$ cat src/rtl/sfd_map.svh
// opcode values, lane widths, dummy counts and phase lengths of the decoder
`ifndef SFD_MAP_SVH
`define SFD_MAP_SVH

`define SFD_OP_READ 8'h03
`define SFD_OP_FAST_READ 8'h0b
`define SFD_OP_DUAL_IO_READ 8'hbb
`define SFD_OP_DUAL_OUT_READ 8'h3b
`define SFD_OP_QUAD_IO_READ 8'heb
`define SFD_OP_QUAD_OUT_READ 8'h6b
`define SFD_OP_DDR1_READ 8'h0d
`define SFD_OP_DDR2_READ 8'hbd
`define SFD_OP_DDR4_READ 8'hed
`define SFD_OP_PAGE_PROG 8'h02
`define SFD_OP_QUAD_PROG 8'h38
`define SFD_OP_SECTOR_ERASE 8'h20
`define SFD_OP_HALF_BLOCK_ERASE 8'h52
`define SFD_OP_BLOCK_ERASE 8'hd8
`define SFD_OP_CHIP_ERASE_A 8'h60
`define SFD_OP_CHIP_ERASE_B 8'hc7
`define SFD_OP_ENTER_QUAD 8'h35
`define SFD_OP_EXIT_QUAD 8'hf5

`define SFD_LANE_1 3'h1
`define SFD_LANE_2 3'h2
`define SFD_LANE_4 3'h4

`define SFD_OPC_BITS 6'h08
`define SFD_ADDR3_BITS 6'h18
`define SFD_ADDR4_BITS 6'h20

`define SFD_DUMMY_SEL0 5'h08
`define SFD_DUMMY_SEL1 5'h06
`define SFD_DUMMY_SEL2 5'h08
`define SFD_DUMMY_SEL3 5'h0a

`define SFD_PAGE_BYTES 9'h100
`define SFD_IDLE_BYTE 8'hff

`define SFD_OE_SINGLE 4'h2
`define SFD_OE_DUAL 4'h3
`define SFD_OE_QUAD 4'hf

`endif

$ cat src/rtl/sfd_pkg.sv
// types shared by the serial flash command decoder
package sfd_pkg;
  typedef enum logic [3:0] {
    CK_BAD, CK_READ, CK_PROG, CK_SE4K, CK_BE32K, CK_BE64K, CK_CHIP,
    CK_ENQ, CK_EXQ
  } sfd_cmd_kind_t;

  typedef struct packed {
    sfd_cmd_kind_t kind;
    logic has_addr;
    logic [2:0] addr_w;
    logic [2:0] data_w;
    logic dummy;
    logic ddr;
  } sfd_cmd_info_t;

  typedef enum logic [2:0] {
    ST_IDLE = 3'b000,
    ST_OPC = 3'b001,
    ST_ADDR = 3'b011,
    ST_DUMMY = 3'b010,
    ST_RDATA = 3'b110,
    ST_WDATA = 3'b111,
    ST_WAIT = 3'b101,
    ST_IGNORE = 3'b100
  } sfd_state_t;
endpackage

$ cat src/rtl/sfd_cmd_decoder.sv
// array command decoder of a serial flash, sampled on the core clock
`include "sfd_map.svh"

//Contract
// - in quad protocol, opcode, address and data move four bits per clock; EDh moves address and data four bits per edge
// - opcode 35h switches to the quad command protocol
// - opcode F5h returns to single-lane command transfer
// - 03h reads without dummy, 0Bh with dummy; data streams until deselect
// - BBh dual address and data, 3Bh dual data; both single-lane mode only
// - EBh quad read in both modes; 6Bh quad data in single-lane mode only
// - 0Dh, BDh, EDh double-rate reads; only EDh also valid in quad mode
// - 02h program in both modes, 38h quad-input single-lane only; 1-256 bytes
// - 20h, 52h, D8h erase 4K, 32K, 64K at the given address
// - 60h or C7h erase whole array, no address, both modes
// - dummy length set by the two dummy select bits
// - address is three bytes, four once long-address mode is on
// - unknown opcode: outputs off, lanes ignored until next select
// - program, erase and protocol switches need deselect on a byte boundary
// - inputs sampled on clock rise, outputs shifted on clock fall; double-rate reads also take address on fall and shift data on rise
module sfd_cmd_decoder #(
  parameter int FIFO_DEPTH = 8
) (
  // core clock and reset
  input wire logic core_clk,
  input wire logic rst,
  // flash pins
  input wire logic sclk_pin,
  input wire logic cs_n_pin,
  input wire logic [3:0] io_in,
  output logic [3:0] io_out,
  output logic [3:0] io_oe,
  // configuration
  input wire logic enter_long_address_cmd,
  input wire logic dummy_count_sel_lo,
  input wire logic dummy_count_sel_hi,
  output logic quad_mode,
  // array read stream
  output logic rd_start,
  output logic [31:0] rd_addr,
  output logic rd_active,
  input wire logic arr_valid,
  output logic arr_ready,
  input wire logic [7:0] arr_data,
  // program data
  output logic prog_byte_valid,
  output logic [7:0] prog_byte,
  // array operation
  output logic op_valid,
  output sfd_pkg::sfd_cmd_kind_t op_kind,
  output logic [31:0] op_addr,
  output logic [8:0] op_bytes
);
  function automatic sfd_pkg::sfd_cmd_info_t cmd_decode(
    input logic [7:0] op,
    input logic quad
  );
    sfd_pkg::sfd_cmd_info_t ci;
    logic spi_only;
    ci = '{sfd_pkg::CK_BAD, 1'b1, `SFD_LANE_1, `SFD_LANE_1, 1'b0, 1'b0};
    spi_only = 1'b0;
    case (op)
      `SFD_OP_READ: begin
        ci.kind = sfd_pkg::CK_READ;
        spi_only = 1'b1;
      end
      `SFD_OP_FAST_READ: begin
        ci.kind = sfd_pkg::CK_READ;
        ci.dummy = 1'b1;
        spi_only = 1'b1;
      end
      `SFD_OP_DUAL_IO_READ: begin
        ci = '{sfd_pkg::CK_READ, 1'b1, `SFD_LANE_2, `SFD_LANE_2, 1'b1, 1'b0};
        spi_only = 1'b1;
      end
      `SFD_OP_DUAL_OUT_READ: begin
        ci = '{sfd_pkg::CK_READ, 1'b1, `SFD_LANE_1, `SFD_LANE_2, 1'b1, 1'b0};
        spi_only = 1'b1;
      end
      `SFD_OP_QUAD_IO_READ: begin
        ci = '{sfd_pkg::CK_READ, 1'b1, `SFD_LANE_4, `SFD_LANE_4, 1'b1, 1'b0};
      end
      `SFD_OP_QUAD_OUT_READ: begin
        ci = '{sfd_pkg::CK_READ, 1'b1, `SFD_LANE_1, `SFD_LANE_4, 1'b1, 1'b0};
        spi_only = 1'b1;
      end
      `SFD_OP_DDR1_READ: begin
        ci = '{sfd_pkg::CK_READ, 1'b1, `SFD_LANE_1, `SFD_LANE_1, 1'b1, 1'b1};
        spi_only = 1'b1;
      end
      `SFD_OP_DDR2_READ: begin
        ci = '{sfd_pkg::CK_READ, 1'b1, `SFD_LANE_2, `SFD_LANE_2, 1'b1, 1'b1};
        spi_only = 1'b1;
      end
      `SFD_OP_DDR4_READ: begin
        ci = '{sfd_pkg::CK_READ, 1'b1, `SFD_LANE_4, `SFD_LANE_4, 1'b1, 1'b1};
      end
      `SFD_OP_PAGE_PROG: ci.kind = sfd_pkg::CK_PROG;
      `SFD_OP_QUAD_PROG: begin
        ci = '{sfd_pkg::CK_PROG, 1'b1, `SFD_LANE_4, `SFD_LANE_4, 1'b0, 1'b0};
        spi_only = 1'b1;
      end
      `SFD_OP_SECTOR_ERASE: ci.kind = sfd_pkg::CK_SE4K;
      `SFD_OP_HALF_BLOCK_ERASE: ci.kind = sfd_pkg::CK_BE32K;
      `SFD_OP_BLOCK_ERASE: ci.kind = sfd_pkg::CK_BE64K;
      `SFD_OP_CHIP_ERASE_A, `SFD_OP_CHIP_ERASE_B: begin
        ci.kind = sfd_pkg::CK_CHIP;
        ci.has_addr = 1'b0;
      end
      `SFD_OP_ENTER_QUAD: begin
        ci.kind = sfd_pkg::CK_ENQ;
        ci.has_addr = 1'b0;
      end
      `SFD_OP_EXIT_QUAD: begin
        ci.kind = sfd_pkg::CK_EXQ;
        ci.has_addr = 1'b0;
      end
      default: ci.kind = sfd_pkg::CK_BAD;
    endcase
    if (quad) begin
      ci.addr_w = `SFD_LANE_4;
      ci.data_w = `SFD_LANE_4;
      if (spi_only) begin
        ci.kind = sfd_pkg::CK_BAD;
      end
    end
    return ci;
  endfunction

  function automatic logic [31:0] shift_in(
    input logic [31:0] s,
    input logic [3:0] io,
    input logic [2:0] w
  );
    case (w)
      `SFD_LANE_1: return {s[30:0], io[0]};
      `SFD_LANE_2: return {s[29:0], io[1:0]};
      default: return {s[27:0], io};
    endcase
  endfunction

  function automatic logic [4:0] dummy_len(input logic [1:0] sel);
    case (sel)
      2'h0: return `SFD_DUMMY_SEL0;
      2'h1: return `SFD_DUMMY_SEL1;
      2'h2: return `SFD_DUMMY_SEL2;
      default: return `SFD_DUMMY_SEL3;
    endcase
  endfunction

  // pin synchronisers: first stage feeds only the second
  logic [5:0] sync1_r;
  logic [5:0] sync2_r;
  logic sclk_d_r;
  logic cs_n_d_r;
  sfd_pkg::sfd_state_t state_r;
  sfd_pkg::sfd_state_t state_nxt;
  sfd_pkg::sfd_cmd_info_t info_r;
  logic quad_r;
  logic [31:0] sh_r;
  logic [5:0] phase_cnt_r;
  logic [4:0] dum_cnt_r;
  logic [31:0] addr_r;
  logic [8:0] pcount_r;
  logic [7:0] out_sh_r;
  logic [3:0] out_cnt_r;
  logic fifo_valid;
  logic [7:0] fifo_data;

  wire sclk_s = sync2_r[5];
  wire cs_n_s = sync2_r[4];
  wire [3:0] io_s = sync2_r[3:0];
  wire rise = sclk_s && !sclk_d_r && !cs_n_s;
  wire fall = !sclk_s && sclk_d_r && !cs_n_s;
  wire cs_fall = !cs_n_s && cs_n_d_r;
  wire cs_rise = cs_n_s && !cs_n_d_r;
  wire in_opc = (state_r == sfd_pkg::ST_OPC);
  wire in_addr = (state_r == sfd_pkg::ST_ADDR);
  wire in_rd = (state_r == sfd_pkg::ST_RDATA);
  wire in_wd = (state_r == sfd_pkg::ST_WDATA);
  wire in_wait = (state_r == sfd_pkg::ST_WAIT);
  // double-rate address also takes bits on the falling clock edge
  wire smp = (rise || (fall && info_r.ddr && in_addr)) &&
             (in_opc || in_addr || in_wd || in_wait);
  wire [2:0] w_cur = in_opc ? (quad_r ? `SFD_LANE_4 : `SFD_LANE_1) :
                     in_addr ? info_r.addr_w : info_r.data_w;
  wire [31:0] sh_new = shift_in(sh_r, io_s, w_cur);
  wire [5:0] cnt_new = phase_cnt_r + {3'h0, w_cur};
  wire [5:0] addr_need = enter_long_address_cmd ? `SFD_ADDR4_BITS
                                                : `SFD_ADDR3_BITS;
  wire [31:0] addr_mask = enter_long_address_cmd ? sh_new
                                                 : {8'h00, sh_new[23:0]};
  wire [4:0] dum_need = dummy_len({dummy_count_sel_hi,
                                   dummy_count_sel_lo});
  wire sfd_pkg::sfd_cmd_info_t dec = cmd_decode(sh_new[7:0], quad_r);
  wire addr_done = smp && in_addr && (cnt_new == addr_need);
  wire opc_done = smp && in_opc && (cnt_new == `SFD_OPC_BITS);
  wire dum_done = rise && (state_r == sfd_pkg::ST_DUMMY) &&
                  (dum_cnt_r + 5'h01 == dum_need);
  wire bnd = (in_wait || in_wd) && (phase_cnt_r[2:0] == 3'h0);
  wire commit = cs_rise && bnd;
  wire wbyte = smp && in_wd && (cnt_new[2:0] == 3'h0);
  wire is_op = (info_r.kind == sfd_pkg::CK_PROG && pcount_r != 9'h0) ||
               info_r.kind == sfd_pkg::CK_SE4K ||
               info_r.kind == sfd_pkg::CK_BE32K ||
               info_r.kind == sfd_pkg::CK_BE64K ||
               info_r.kind == sfd_pkg::CK_CHIP;
  // outputs move on the falling edge, and on both edges at double rate
  wire oev = in_rd && (fall || (rise && info_r.ddr));
  wire load = oev && (out_cnt_r == 4'h0);
  wire [7:0] out_word = load ? (fifo_valid ? fifo_data : `SFD_IDLE_BYTE)
                             : out_sh_r;
  wire [3:0] oe_mask = (info_r.data_w == `SFD_LANE_4) ? `SFD_OE_QUAD :
                       (info_r.data_w == `SFD_LANE_2) ? `SFD_OE_DUAL :
                                                        `SFD_OE_SINGLE;
  wire [3:0] out_bits = (info_r.data_w == `SFD_LANE_4) ? out_word[7:4] :
                        (info_r.data_w == `SFD_LANE_2) ?
                        {2'h0, out_word[7:6]} : {2'h0, out_word[7], 1'b0};
  wire [3:0] out_cnt_nxt = (load ? 4'h8 : out_cnt_r) - {1'b0, info_r.data_w};

  always_comb begin
    state_nxt = state_r;
    if (cs_n_s) begin
      state_nxt = sfd_pkg::ST_IDLE;
    end else if (cs_fall) begin
      state_nxt = sfd_pkg::ST_OPC;
    end else if (opc_done) begin
      if (dec.kind == sfd_pkg::CK_BAD) begin
        state_nxt = sfd_pkg::ST_IGNORE;
      end else if (dec.has_addr) begin
        state_nxt = sfd_pkg::ST_ADDR;
      end else begin
        state_nxt = sfd_pkg::ST_WAIT;
      end
    end else if (addr_done) begin
      if (info_r.kind == sfd_pkg::CK_READ) begin
        state_nxt = info_r.dummy ? sfd_pkg::ST_DUMMY : sfd_pkg::ST_RDATA;
      end else if (info_r.kind == sfd_pkg::CK_PROG) begin
        state_nxt = sfd_pkg::ST_WDATA;
      end else begin
        state_nxt = sfd_pkg::ST_WAIT;
      end
    end else if (dum_done) begin
      state_nxt = sfd_pkg::ST_RDATA;
    end
  end

  always_ff @(posedge core_clk) begin
    if (rst) begin
      sync1_r <= 6'h10;
      sync2_r <= 6'h10;
      sclk_d_r <= 1'b0;
      cs_n_d_r <= 1'b1;
    end else begin
      sync1_r <= {sclk_pin, cs_n_pin, io_in};
      sync2_r <= sync1_r;
      sclk_d_r <= sclk_s;
      cs_n_d_r <= cs_n_s;
    end
  end

  always_ff @(posedge core_clk) begin
    if (rst) begin
      state_r <= sfd_pkg::ST_IDLE;
      info_r <= '0;
      sh_r <= '0;
      phase_cnt_r <= '0;
      dum_cnt_r <= '0;
    end else begin
      state_r <= state_nxt;
      sh_r <= smp ? sh_new : sh_r;
      if (opc_done) begin
        info_r <= dec;
      end
      phase_cnt_r <= (state_nxt != state_r) ? 6'h00
                     : smp ? cnt_new : phase_cnt_r;
      dum_cnt_r <= (state_r != sfd_pkg::ST_DUMMY) ? 5'h00
                   : rise ? dum_cnt_r + 5'h01 : dum_cnt_r;
    end
  end

  always_ff @(posedge core_clk) begin
    if (rst) begin
      quad_r <= 1'b0;
      addr_r <= '0;
      pcount_r <= '0;
      op_valid <= 1'b0;
      op_kind <= sfd_pkg::CK_BAD;
      op_addr <= '0;
      op_bytes <= '0;
      prog_byte_valid <= 1'b0;
      prog_byte <= '0;
    end else begin
      if (commit && info_r.kind == sfd_pkg::CK_ENQ) begin
        quad_r <= 1'b1;
      end else if (commit && info_r.kind == sfd_pkg::CK_EXQ) begin
        quad_r <= 1'b0;
      end
      addr_r <= addr_done ? addr_mask : cs_fall ? 32'h0 : addr_r;
      pcount_r <= cs_fall ? 9'h0 : (wbyte && pcount_r != `SFD_PAGE_BYTES)
                  ? pcount_r + 9'h1 : pcount_r;
      op_valid <= commit && is_op;
      op_kind <= (commit && is_op) ? info_r.kind : op_kind;
      op_addr <= (commit && is_op) ? addr_r : op_addr;
      op_bytes <= (commit && is_op) ? pcount_r : op_bytes;
      prog_byte_valid <= wbyte;
      prog_byte <= wbyte ? sh_new[7:0] : prog_byte;
    end
  end

  always_ff @(posedge core_clk) begin
    if (rst) begin
      rd_start <= 1'b0;
      rd_addr <= '0;
      out_sh_r <= '0;
      out_cnt_r <= '0;
      io_out <= '0;
      io_oe <= '0;
    end else begin
      rd_start <= (state_nxt == sfd_pkg::ST_RDATA) && !in_rd;
      rd_addr <= addr_done ? addr_mask : rd_addr;
      out_sh_r <= oev ? out_word << info_r.data_w : out_sh_r;
      out_cnt_r <= !in_rd ? 4'h0 : oev ? out_cnt_nxt : out_cnt_r;
      io_out <= oev ? out_bits : io_out;
      io_oe <= (state_nxt == sfd_pkg::ST_RDATA) ? oe_mask : 4'h0;
    end
  end

  assign quad_mode = quad_r;
  assign rd_active = in_rd;

  // read-ahead buffer; the array stalls when it fills
  // held empty outside the data phase so no late byte leaks into a new read
  sfd_fifo #(.WIDTH(8), .DEPTH(FIFO_DEPTH)) u_fifo (
    .clk(core_clk),
    .rst(rst),
    .flush(cs_rise || !in_rd),
    .in_valid(arr_valid),
    .in_ready(arr_ready),
    .in_data(arr_data),
    .out_valid(fifo_valid),
    .out_ready(load),
    .out_data(fifo_data)
  );
endmodule // sfd_cmd_decoder

$ cat src/rtl/sfd_fifo.sv
// synchronous fifo with valid/ready on both sides and a flush
module sfd_fifo #(
  parameter int WIDTH = 8,
  parameter int DEPTH = 8
) (
  // clock and reset
  input wire logic clk,
  input wire logic rst,
  input wire logic flush,
  // fill side
  input wire logic in_valid,
  output logic in_ready,
  input wire logic [WIDTH-1:0] in_data,
  // drain side
  output logic out_valid,
  input wire logic out_ready,
  output logic [WIDTH-1:0] out_data
);
  localparam int AW = $clog2(DEPTH);
  logic [WIDTH-1:0] mem [DEPTH];
  logic [AW:0] wr_r;
  logic [AW:0] rd_r;
  wire full = (wr_r[AW] != rd_r[AW]) && (wr_r[AW-1:0] == rd_r[AW-1:0]);
  wire empty = (wr_r == rd_r);
  wire push = in_valid && !full;
  wire pop = out_ready && !empty;

  assign in_ready = !full;
  assign out_valid = !empty;
  assign out_data = mem[rd_r[AW-1:0]];

  always_ff @(posedge clk) begin
    if (push) begin
      mem[wr_r[AW-1:0]] <= in_data;
    end
  end

  // flush drops stale read-ahead when the frame ends
  always_ff @(posedge clk) begin
    if (rst || flush) begin
      wr_r <= '0;
      rd_r <= '0;
    end else begin
      wr_r <= wr_r + (AW+1)'(push);
      rd_r <= rd_r + (AW+1)'(pop);
    end
  end
endmodule // sfd_fifo

$ cat config.mk
export PLATFORM = sky130hd
export DESIGN_NAME = sfd_cmd_decoder
export DESIGN_NICKNAME = d
export VERILOG_FILES = /design/src/rtl/sfd_pkg.sv /design/src/rtl/sfd_cmd_decoder.sv /design/src/rtl/sfd_fifo.sv
export VERILOG_INCLUDE_DIRS = /design/src /design/src/rtl
export SDC_FILE = /design/constraint.sdc
export NUM_CORES = 1
export LEC_CHECK = 0
export ABC_AREA = 1
export BUFFER_PORTS_ARGS = -buffer_cell sky130_fd_sc_hd__buf_2
export CELL_PAD_IN_SITES_DETAIL_PLACEMENT = 0
export CELL_PAD_IN_SITES_GLOBAL_PLACEMENT = 1
export CORE_ASPECT_RATIO = 1.1
export CORE_MARGIN = 4
export CORE_UTILIZATION = 40
export DETAILED_ROUTE_END_ITERATION = 12
export PLACE_DENSITY_LB_ADDON = 0.25
export REMOVE_ABC_BUFFERS = 1
export SYNTH_ARGS = -nofsm -noshare
export SYNTH_HDL_FRONTEND = slang
export SYNTH_SLANG_ARGS = --single-unit
$ cat constraint.sdc
create_clock -name core_clk -period 2.74 [get_ports core_clk]
set_input_delay 0 -clock core_clk [delete_from_list [all_inputs] [get_ports core_clk]]
set_output_delay 0 -clock core_clk [all_outputs]
set_load 0.1 [all_outputs]
==> results of run 1 <==
-- worst max-delay path, stage by stage (launching register included) --
cell and delay [ps]:
dfxtp_4 380, inv_4 50, nand4_4 80, buf_6 120, nand3_4 90, buf_12 160, nor2_8 200, nand3_1 160
nand2_2 160, nor2_4 70, nand3_4 90, inv_4 50, nand2_1 90, nand2_2 60, nor2_2 130, nand2_2 80
nor2_4 120, nand2_4 80, nand4_1 130, nand3_2 100, nand2_1 80, nand2_1 60, nor2_2 140, nand2_4 110
nor2_2 110
-- per-stage QoR --
stage / power, uW / instances / TNS, ps / setup slack (ps) / cell area (um^2)
floorplan: 4590 / 1512 / -159600 / -2060 / 12500
global placement: 4690 / 2187 / -5830 / -257 / 14700
finish: 9130 / 2301 / -6510 / -257 / 17000
detailed placement: 4700 / 2187 / -14020 / -345 / 14700
global route: 9430 / 2301 / -22720 / -465 / 17000
CTS: 9230 / 2277 / -5200 / -179 / 16300
-- logic make-up (layout without fill, tap and decap cells) --
| family | after synthesis | after routing | synth area share (%) |
|---|---|---|---|
| flip-flops | 292 | 292 | 50.8 |
| XOR/XNOR | 13 | 13 | 0.893 |
| multiplexers | 1 | 1 | 0.0785 |
| AO/OA/AOI/OAI | 350 | 350 | 15.4 |
| buffers and inverters | 250 | 543 | 7.44 |
| AND/OR/NAND/NOR | 667 | 668 | 23.9 |
| adder cells (fa/ha/maj) | 14 | 14 | 1.43 |
-- synth_stat cells (20+ instances only) --
library cell,number
nand2_1,263
dfxtp_1,228
nor2_1,214
inv_1,161
a21oi_1,149
o21ai_0,133
nand3_1,75
clkbuf_1,65
edfxtp_1,64
o221ai_1,24
nor2_2,21
nand2_2,20
-- worst paths after layout --
kind | startpoint | endpoint | slack (ps) | depth (start not counted)
max | state_r[2] | phase_cnt_r[3] | -260 | 24
min | enter_long_address_cmd | rd_addr[25] | 150 | 6
max reg2reg | state_r[2] | phase_cnt_r[3] | -260 | 24
min reg2reg | sync1_r[2] | sync2_r[2] | 400 | 2
-- final cells by class --
class                           count  area (um^2)  area share, %
Sequential cell                   292         6500           38.1
Inverter                          175          679           3.99
Timing Repair Buffer              310         2290           13.5
Clock buffer                       35          812           4.77
Multi-Input combinational cell   1046         5940           34.9
Tap cell                          420          526           3.09
Clock inverter                     23          288           1.69
-- registers in the layout, indices dropped and copies added (netlist names), 5 cells and up --
| name | flops |
|---|---|
| sync2_r | 6 |
| u_fifo.mem | 64 |
| pcount_r | 9 |
| out_sh_r | 8 |
| sh_r | 31 |
| prog_byte | 8 |
| rd_addr | 32 |
| op_bytes | 9 |
| addr_r | 32 |
| op_addr | 32 |
| sync1_r | 6 |
| info_r | 12 |
| phase_cnt_r | 6 |
| dum_cnt_r | 5 |
-- power groups by stage --
stage	Sequential, uW	Combinational [uW]	Clock [uW]
CTS	4410	231	4580
detailed placement	4510	188	0
finish	4410	247	4470
floorplan	4510	79.4	0
global placement	4510	186	0
global route	4410	271	4750
-- what timing repair did --
action | in CTS | in global routing
pin swaps | 19 | 66
setup endpoints to repair | 96 | 105
hold endpoints to repair | 108 | 0
hold buffers | 16 | 0
setup buffers | 12 | 22
gates cloned | 4 | 3
resized for setup | 59 | 137
-- routing by layer --
layer  part of all wire [%]  wire length, um  vias to the layer above  GRT usage, %
met5                  0.034               12                        -             0
met3                    4.3             1540                       56          3.14
met2                     49            17300                      217          33.3
li1                       -                -                     5822             -
met1                     45            16000                     5355          25.9
met4                    2.1              743                        2          4.89
==> impl_metrics.tcl, run 1 <==
set metrics [dict create \
    die_area_mm2 0.0348 \
    core_mm2 0.0314 \
    dr.pass1.iters 5 \
    pwr-share-seq_pct 48.3 \
    cp-end-kind "flip-flop" \
    htreeDepth 1 \
    swShare_pct 21.1 \
    grt_start_max_net_pins 61 \
    min_path_type "in2reg" \
    fp.dieH_um 195 \
    routabilityCongestion 0.905 \
    fin_util_pct 54.3 \
    gr-total-overflow 0 \
    place_hpwl_mm 24.1 \
    cp.required_ps 3250 \
    setup_viol_count_final 68 \
    clk_latency_ps 580 \
    yosysSeqAreaShare_pct 50.8 \
    min_period_ps 3000 \
    slew_viol_final 0 \
    critPathMaxFanout 8 \
    syn_avg_cell_area_um2 8.04 \
    io_pins 119 \
    clkTransAtPathRegs_ps 70 \
    rsz0062_at_grt "true" \
    area_growth_pct 33.5 \
    clock-root-buffer "clkbuf_16" \
    cts.path.max_buffers 3 \
    powerDensity_mw_per_mm2 536 \
    critical_path_class "reg2reg" \
    die_x_um 178 \
    route.detailed.drc 0 \
    hold_ws_ps 151 \
    synth-seq-cells 292 \
    yosysTopAreaCell "dfxtp_1" \
    rows 68 \
    grt_antenna_before_repair 1 \
    ir_drop_uv 445 \
    via_count 11500 \
    power.switching_uw 1930 \
    synthCells 1587 \
    final_nets 1890 \
    synthDistinctLibCells 51 \
    via_per_inst 4.98 \
    layout-drive-gt1-share_pct 29.7 \
    cts.sinks 292 \
    cp.arrival_ps 3510 \
    mostFrequentLayoutCell "dfxtp_1" \
    grt_pass1_wl_mm 56.3 \
    grt_pass1_vias 11000 \
    fin_ws_ps -257 \
    maxSlewHeadroom_pct 51.7 \
    fillers 2951 \
    clockPowerShare_pct 49.0 \
    synth_top_area_share_pct 35.8 \
    p_comb_share_pct 2.7 \
    skew_ps 16.5 \
    max_freq_mhz 334 \
    drt-total-wl_mm 35.6 \
    drv_cap 0 \
    p_leak_uw 0.00713 \
    io_buffers 118 \
    antenna_left 0 \
    failed_checks "negative setup slack" \
    synth-main-ff-cell "dfxtp_1" \
    yosysWarnings 0 \
    async_reset_ff_share_pct 0 \
    hold_viol_final 0 \
    start_util_pct 40.6 \
    synthTopCellsByArea "dfxtp_1, edfxtp_1, nand2_1" \
    wl_per_cell_um 15.5 \
    antenna-diode-count 0 \
    cts_tree "yes" \
    p_int_uw 7200 \
    grtUsageTotal_pct 19.5 \
    cts-buffers-inserted 31 \
    max_slew.worst_pin.slew_ps 724 \
    cp-start-kind "flip-flop" \
    synth-edff-count 64 \
    layout_common_cells "dfxtp_1, nand2_1, nor2_1" \
    syn_area_mm2 0.0128 \
    drt-initial-drc-count 721 \
    fin_crit_sh_pct 109 \
    status "finished, violations left" \
]
Note: power is estimated with default switching activity, not from simulation.
==> run 2, diff against run 1 <==
Settings changed: CORE_UTILIZATION 40 to 48.
Clock period 2.74 ns to 3.81 ns, I/O delays scaled along.
==> run 2 against run 1 <==
Die area is 16% lower. Cell area fell by 12%. Non-clock buffer count decreased by 150. Critical path depth is 2 lower. Sequential share of layout area rose by 5.1 points. Final cell count fell by 9.6%. The run now ends clean. Count of clock-buffer cells in the layout grew 8. Power down 28%.
==> impl_metrics.tcl, run 2 (synthesis gave the netlist of run 1 again) <==
set metrics [dict create \
    p_int_uw 5220 \
    crit_top_cell "nand2_1" \
    layout_common_cells "nand2_1, dfxtp_1, nor2_1" \
    highest_layer "met4" \
    antenna_left 0 \
    min_period_ps 3420 \
    area_growth_pct 17.6 \
    clock-root-buffer "clkbuf_16" \
    placedInstanceArea_mm2 0.0137 \
    dr.pass1.iters 5 \
    layout-drive-gt1-share_pct 16.7 \
    cts.sinks 292 \
    clockPowerShare_pct 49.5 \
    crit_path_cell_trace "clkinvlp_4 > nand2_1 > nand2_1 > nor2_4 > ha_1 > ha_1 > inv_1 > nand2_1 > nand2_1 > a21oi_1 > xor2_1 > nand2_1 > inv_1 > nand2_2 > inv_2 > nand4_1 > nand3_1 > nand2_1 > nand2_1 > nor2_2 > nand2_2 > nor2_2" \
    cts_tree "yes" \
    hold_viol_final 0 \
    cp.arrival_ps 3860 \
    status "completed" \
    drt-total-wl_mm 31.5 \
    p_comb_share_pct 2.1 \
    htreeDepth 1 \
    io_pins 119 \
    fin_ws_ps 395 \
    wl_per_cell_um 15.2 \
    rsz0062_at_grt "false" \
    r2r_start "info_r[2]" \
    critical_path_class "reg2reg" \
    skew_ps 10.7 \
    wl_met2_mm 14.6 \
    fin_crit_sh_pct 89.6 \
    fp.dieH_um 179 \
    power.switching_uw 1340 \
    grtUsageTotal_pct 21.5 \
    crit_family "simple AND/OR/NAND/NOR gates" \
    p_leak_uw 0.00627 \
    mostFrequentLayoutCell "nand2_1" \
    via_per_inst 5.17 \
    path_depth 22 \
    rr_worst_depth 22 \
    crit_buf_inv 4 \
    powerDensity_mw_per_mm2 437 \
    finalNonFillerCells 2081 \
    final_nets 1739 \
    cp.required_ps 4250 \
    swShare_pct 20.4 \
    routabilityCongestion 0.915 \
    grt_pass1_wl_mm 51.9 \
    whs_path_depth 5 \
    crit_start "info_r[2]" \
    slew_viol_final 0 \
    grt_start_max_net_pins 101 \
    die_area_mm2 0.0293 \
    cp-start-kind "flip-flop" \
    route.detailed.drc 0 \
    pwr-share-seq_pct 48.4 \
    ir_drop_uv 338 \
    max_slew.worst_pin.slew_ps 1020 \
    worst_path_max_delay_cell "dfxtp_1" \
    cts-buffers-inserted 31 \
    start_util_pct 48.8 \
    cp-end-kind "flip-flop" \
    dr_wl_met3_mm 1.51 \
    clk_latency_ps 560 \
    die_x_um 163 \
    clkTransAtPathRegs_ps 60 \
    io_buffers 118 \
    gr-total-overflow 0 \
    cpPeakStageDelay_ps 520 \
    place_inst 2005 \
    max_freq_mhz 293 \
    core_mm2 0.0261 \
    largest_reg_flops 64 \
    fillers 2446 \
    cts.path.max_buffers 3 \
    setup_viol_count_final 0 \
    drt-initial-drc-count 763 \
    min_path_type "in2reg" \
    grt_pass1_vias 10200 \
    drv_cap 0 \
    critPathMaxFanout 12 \
    final_cell_area_mm2 0.0150 \
    antenna-diode-count 0 \
    met1Wirelength_mm 14.4 \
    place_ws_ps 258 \
    via_count 10700 \
    place_hpwl_mm 21.5 \
    reg2reg_to "phase_cnt_r[5]" \
    regToRegSetupSlack_ps 390 \
    maxSlewHeadroom_pct 32.1 \
    rows 62 \
    worstSetupEndpoint "phase_cnt_r[5]" \
    grt_antenna_before_repair 0 \
]
-- run 2: routing by layer --
layer	vias up	GRT usage (%)
met5	-	0
li1	5521	-
met2	240	35.8
met1	4927	29.1
met3	61	3.24
met4	0	6.85
-- run 2: what timing repair did --
item,in CTS,in global routing
endpoints found under the setup margin,0,10
gates resized for setup,0,3
setup buffers,0,2
endpoints found under the hold margin,88,0
hold buffers,17,0
-- run 2: area by class of cell --
type | count | area [um^2] | share of cell area, %
Tap cell | 352 | 440 | 2.93
Clock buffer | 43 | 953 | 6.35
Sequential cell | 292 | 6490 | 43.2
Clock inverter | 14 | 179 | 1.19
Inverter | 175 | 661 | 4.40
Timing Repair Buffer | 160 | 963 | 6.42
Multi-Input combinational cell | 1045 | 5320 | 35.5
-- run 2: power groups by stage --
stage / clock network (uW) / registers, uW / logic, uW
6_report: 3250 / 3170 / 136
5_1_grt: 3440 / 3170 / 153
4_1_cts: 3310 / 3170 / 137
3_5_place_dp: 0 / 3240 / 122
3_3_place_gp: 0 / 3240 / 121
2_1_floorplan: 0 / 3240 / 57.1
-- run 2: per-stage QoR --
stage | util [%] | setup TNS (ps) | hold WS, ps | power [uW]
6_report | 57.4 | 0 | 94.8 | 6560
5_1_grt | 57.4 | 0 | 173 | 6770
4_1_cts | 57.3 | 0 | 92.4 | 6630
3_5_place_dp | 52.3 | 0 | 198 | 3370
3_3_place_gp | 52.3 | 0 | 183 | 3360
2_1_floorplan | - | -20970 | 69.1 | 3300
-- run 2: worst min path at each step --
stage	from	slack (ps)	end
3_5_place_dp	cs_n_pin	200	sync1_r[4]
6_report	enter_long_address_cmd	90	rd_addr[24]
4_1_cts	enter_long_address_cmd	90	rd_addr[28]
5_1_grt	enter_long_address_cmd	170	rd_addr[27]
2_1_floorplan	rst	70	addr_r[0]
3_3_place_gp	cs_n_pin	180	sync1_r[4]
-- run 2: worst register-to-register path, cell delays in order, from the launching register on --
cell,delay (ps)
dfxtp_1,520
clkinvlp_4,200
nand2_1,120
nand2_1,90
nor2_4,130
ha_1,180
ha_1,140
inv_1,40
nand2_1,80
nand2_1,50
a21oi_1,150
xor2_1,250
nand2_1,150
inv_1,130
nand2_2,170
inv_2,210
nand4_1,160
nand3_1,120
nand2_1,50
nand2_1,70
nor2_2,50
nand2_2,170
nor2_2,50
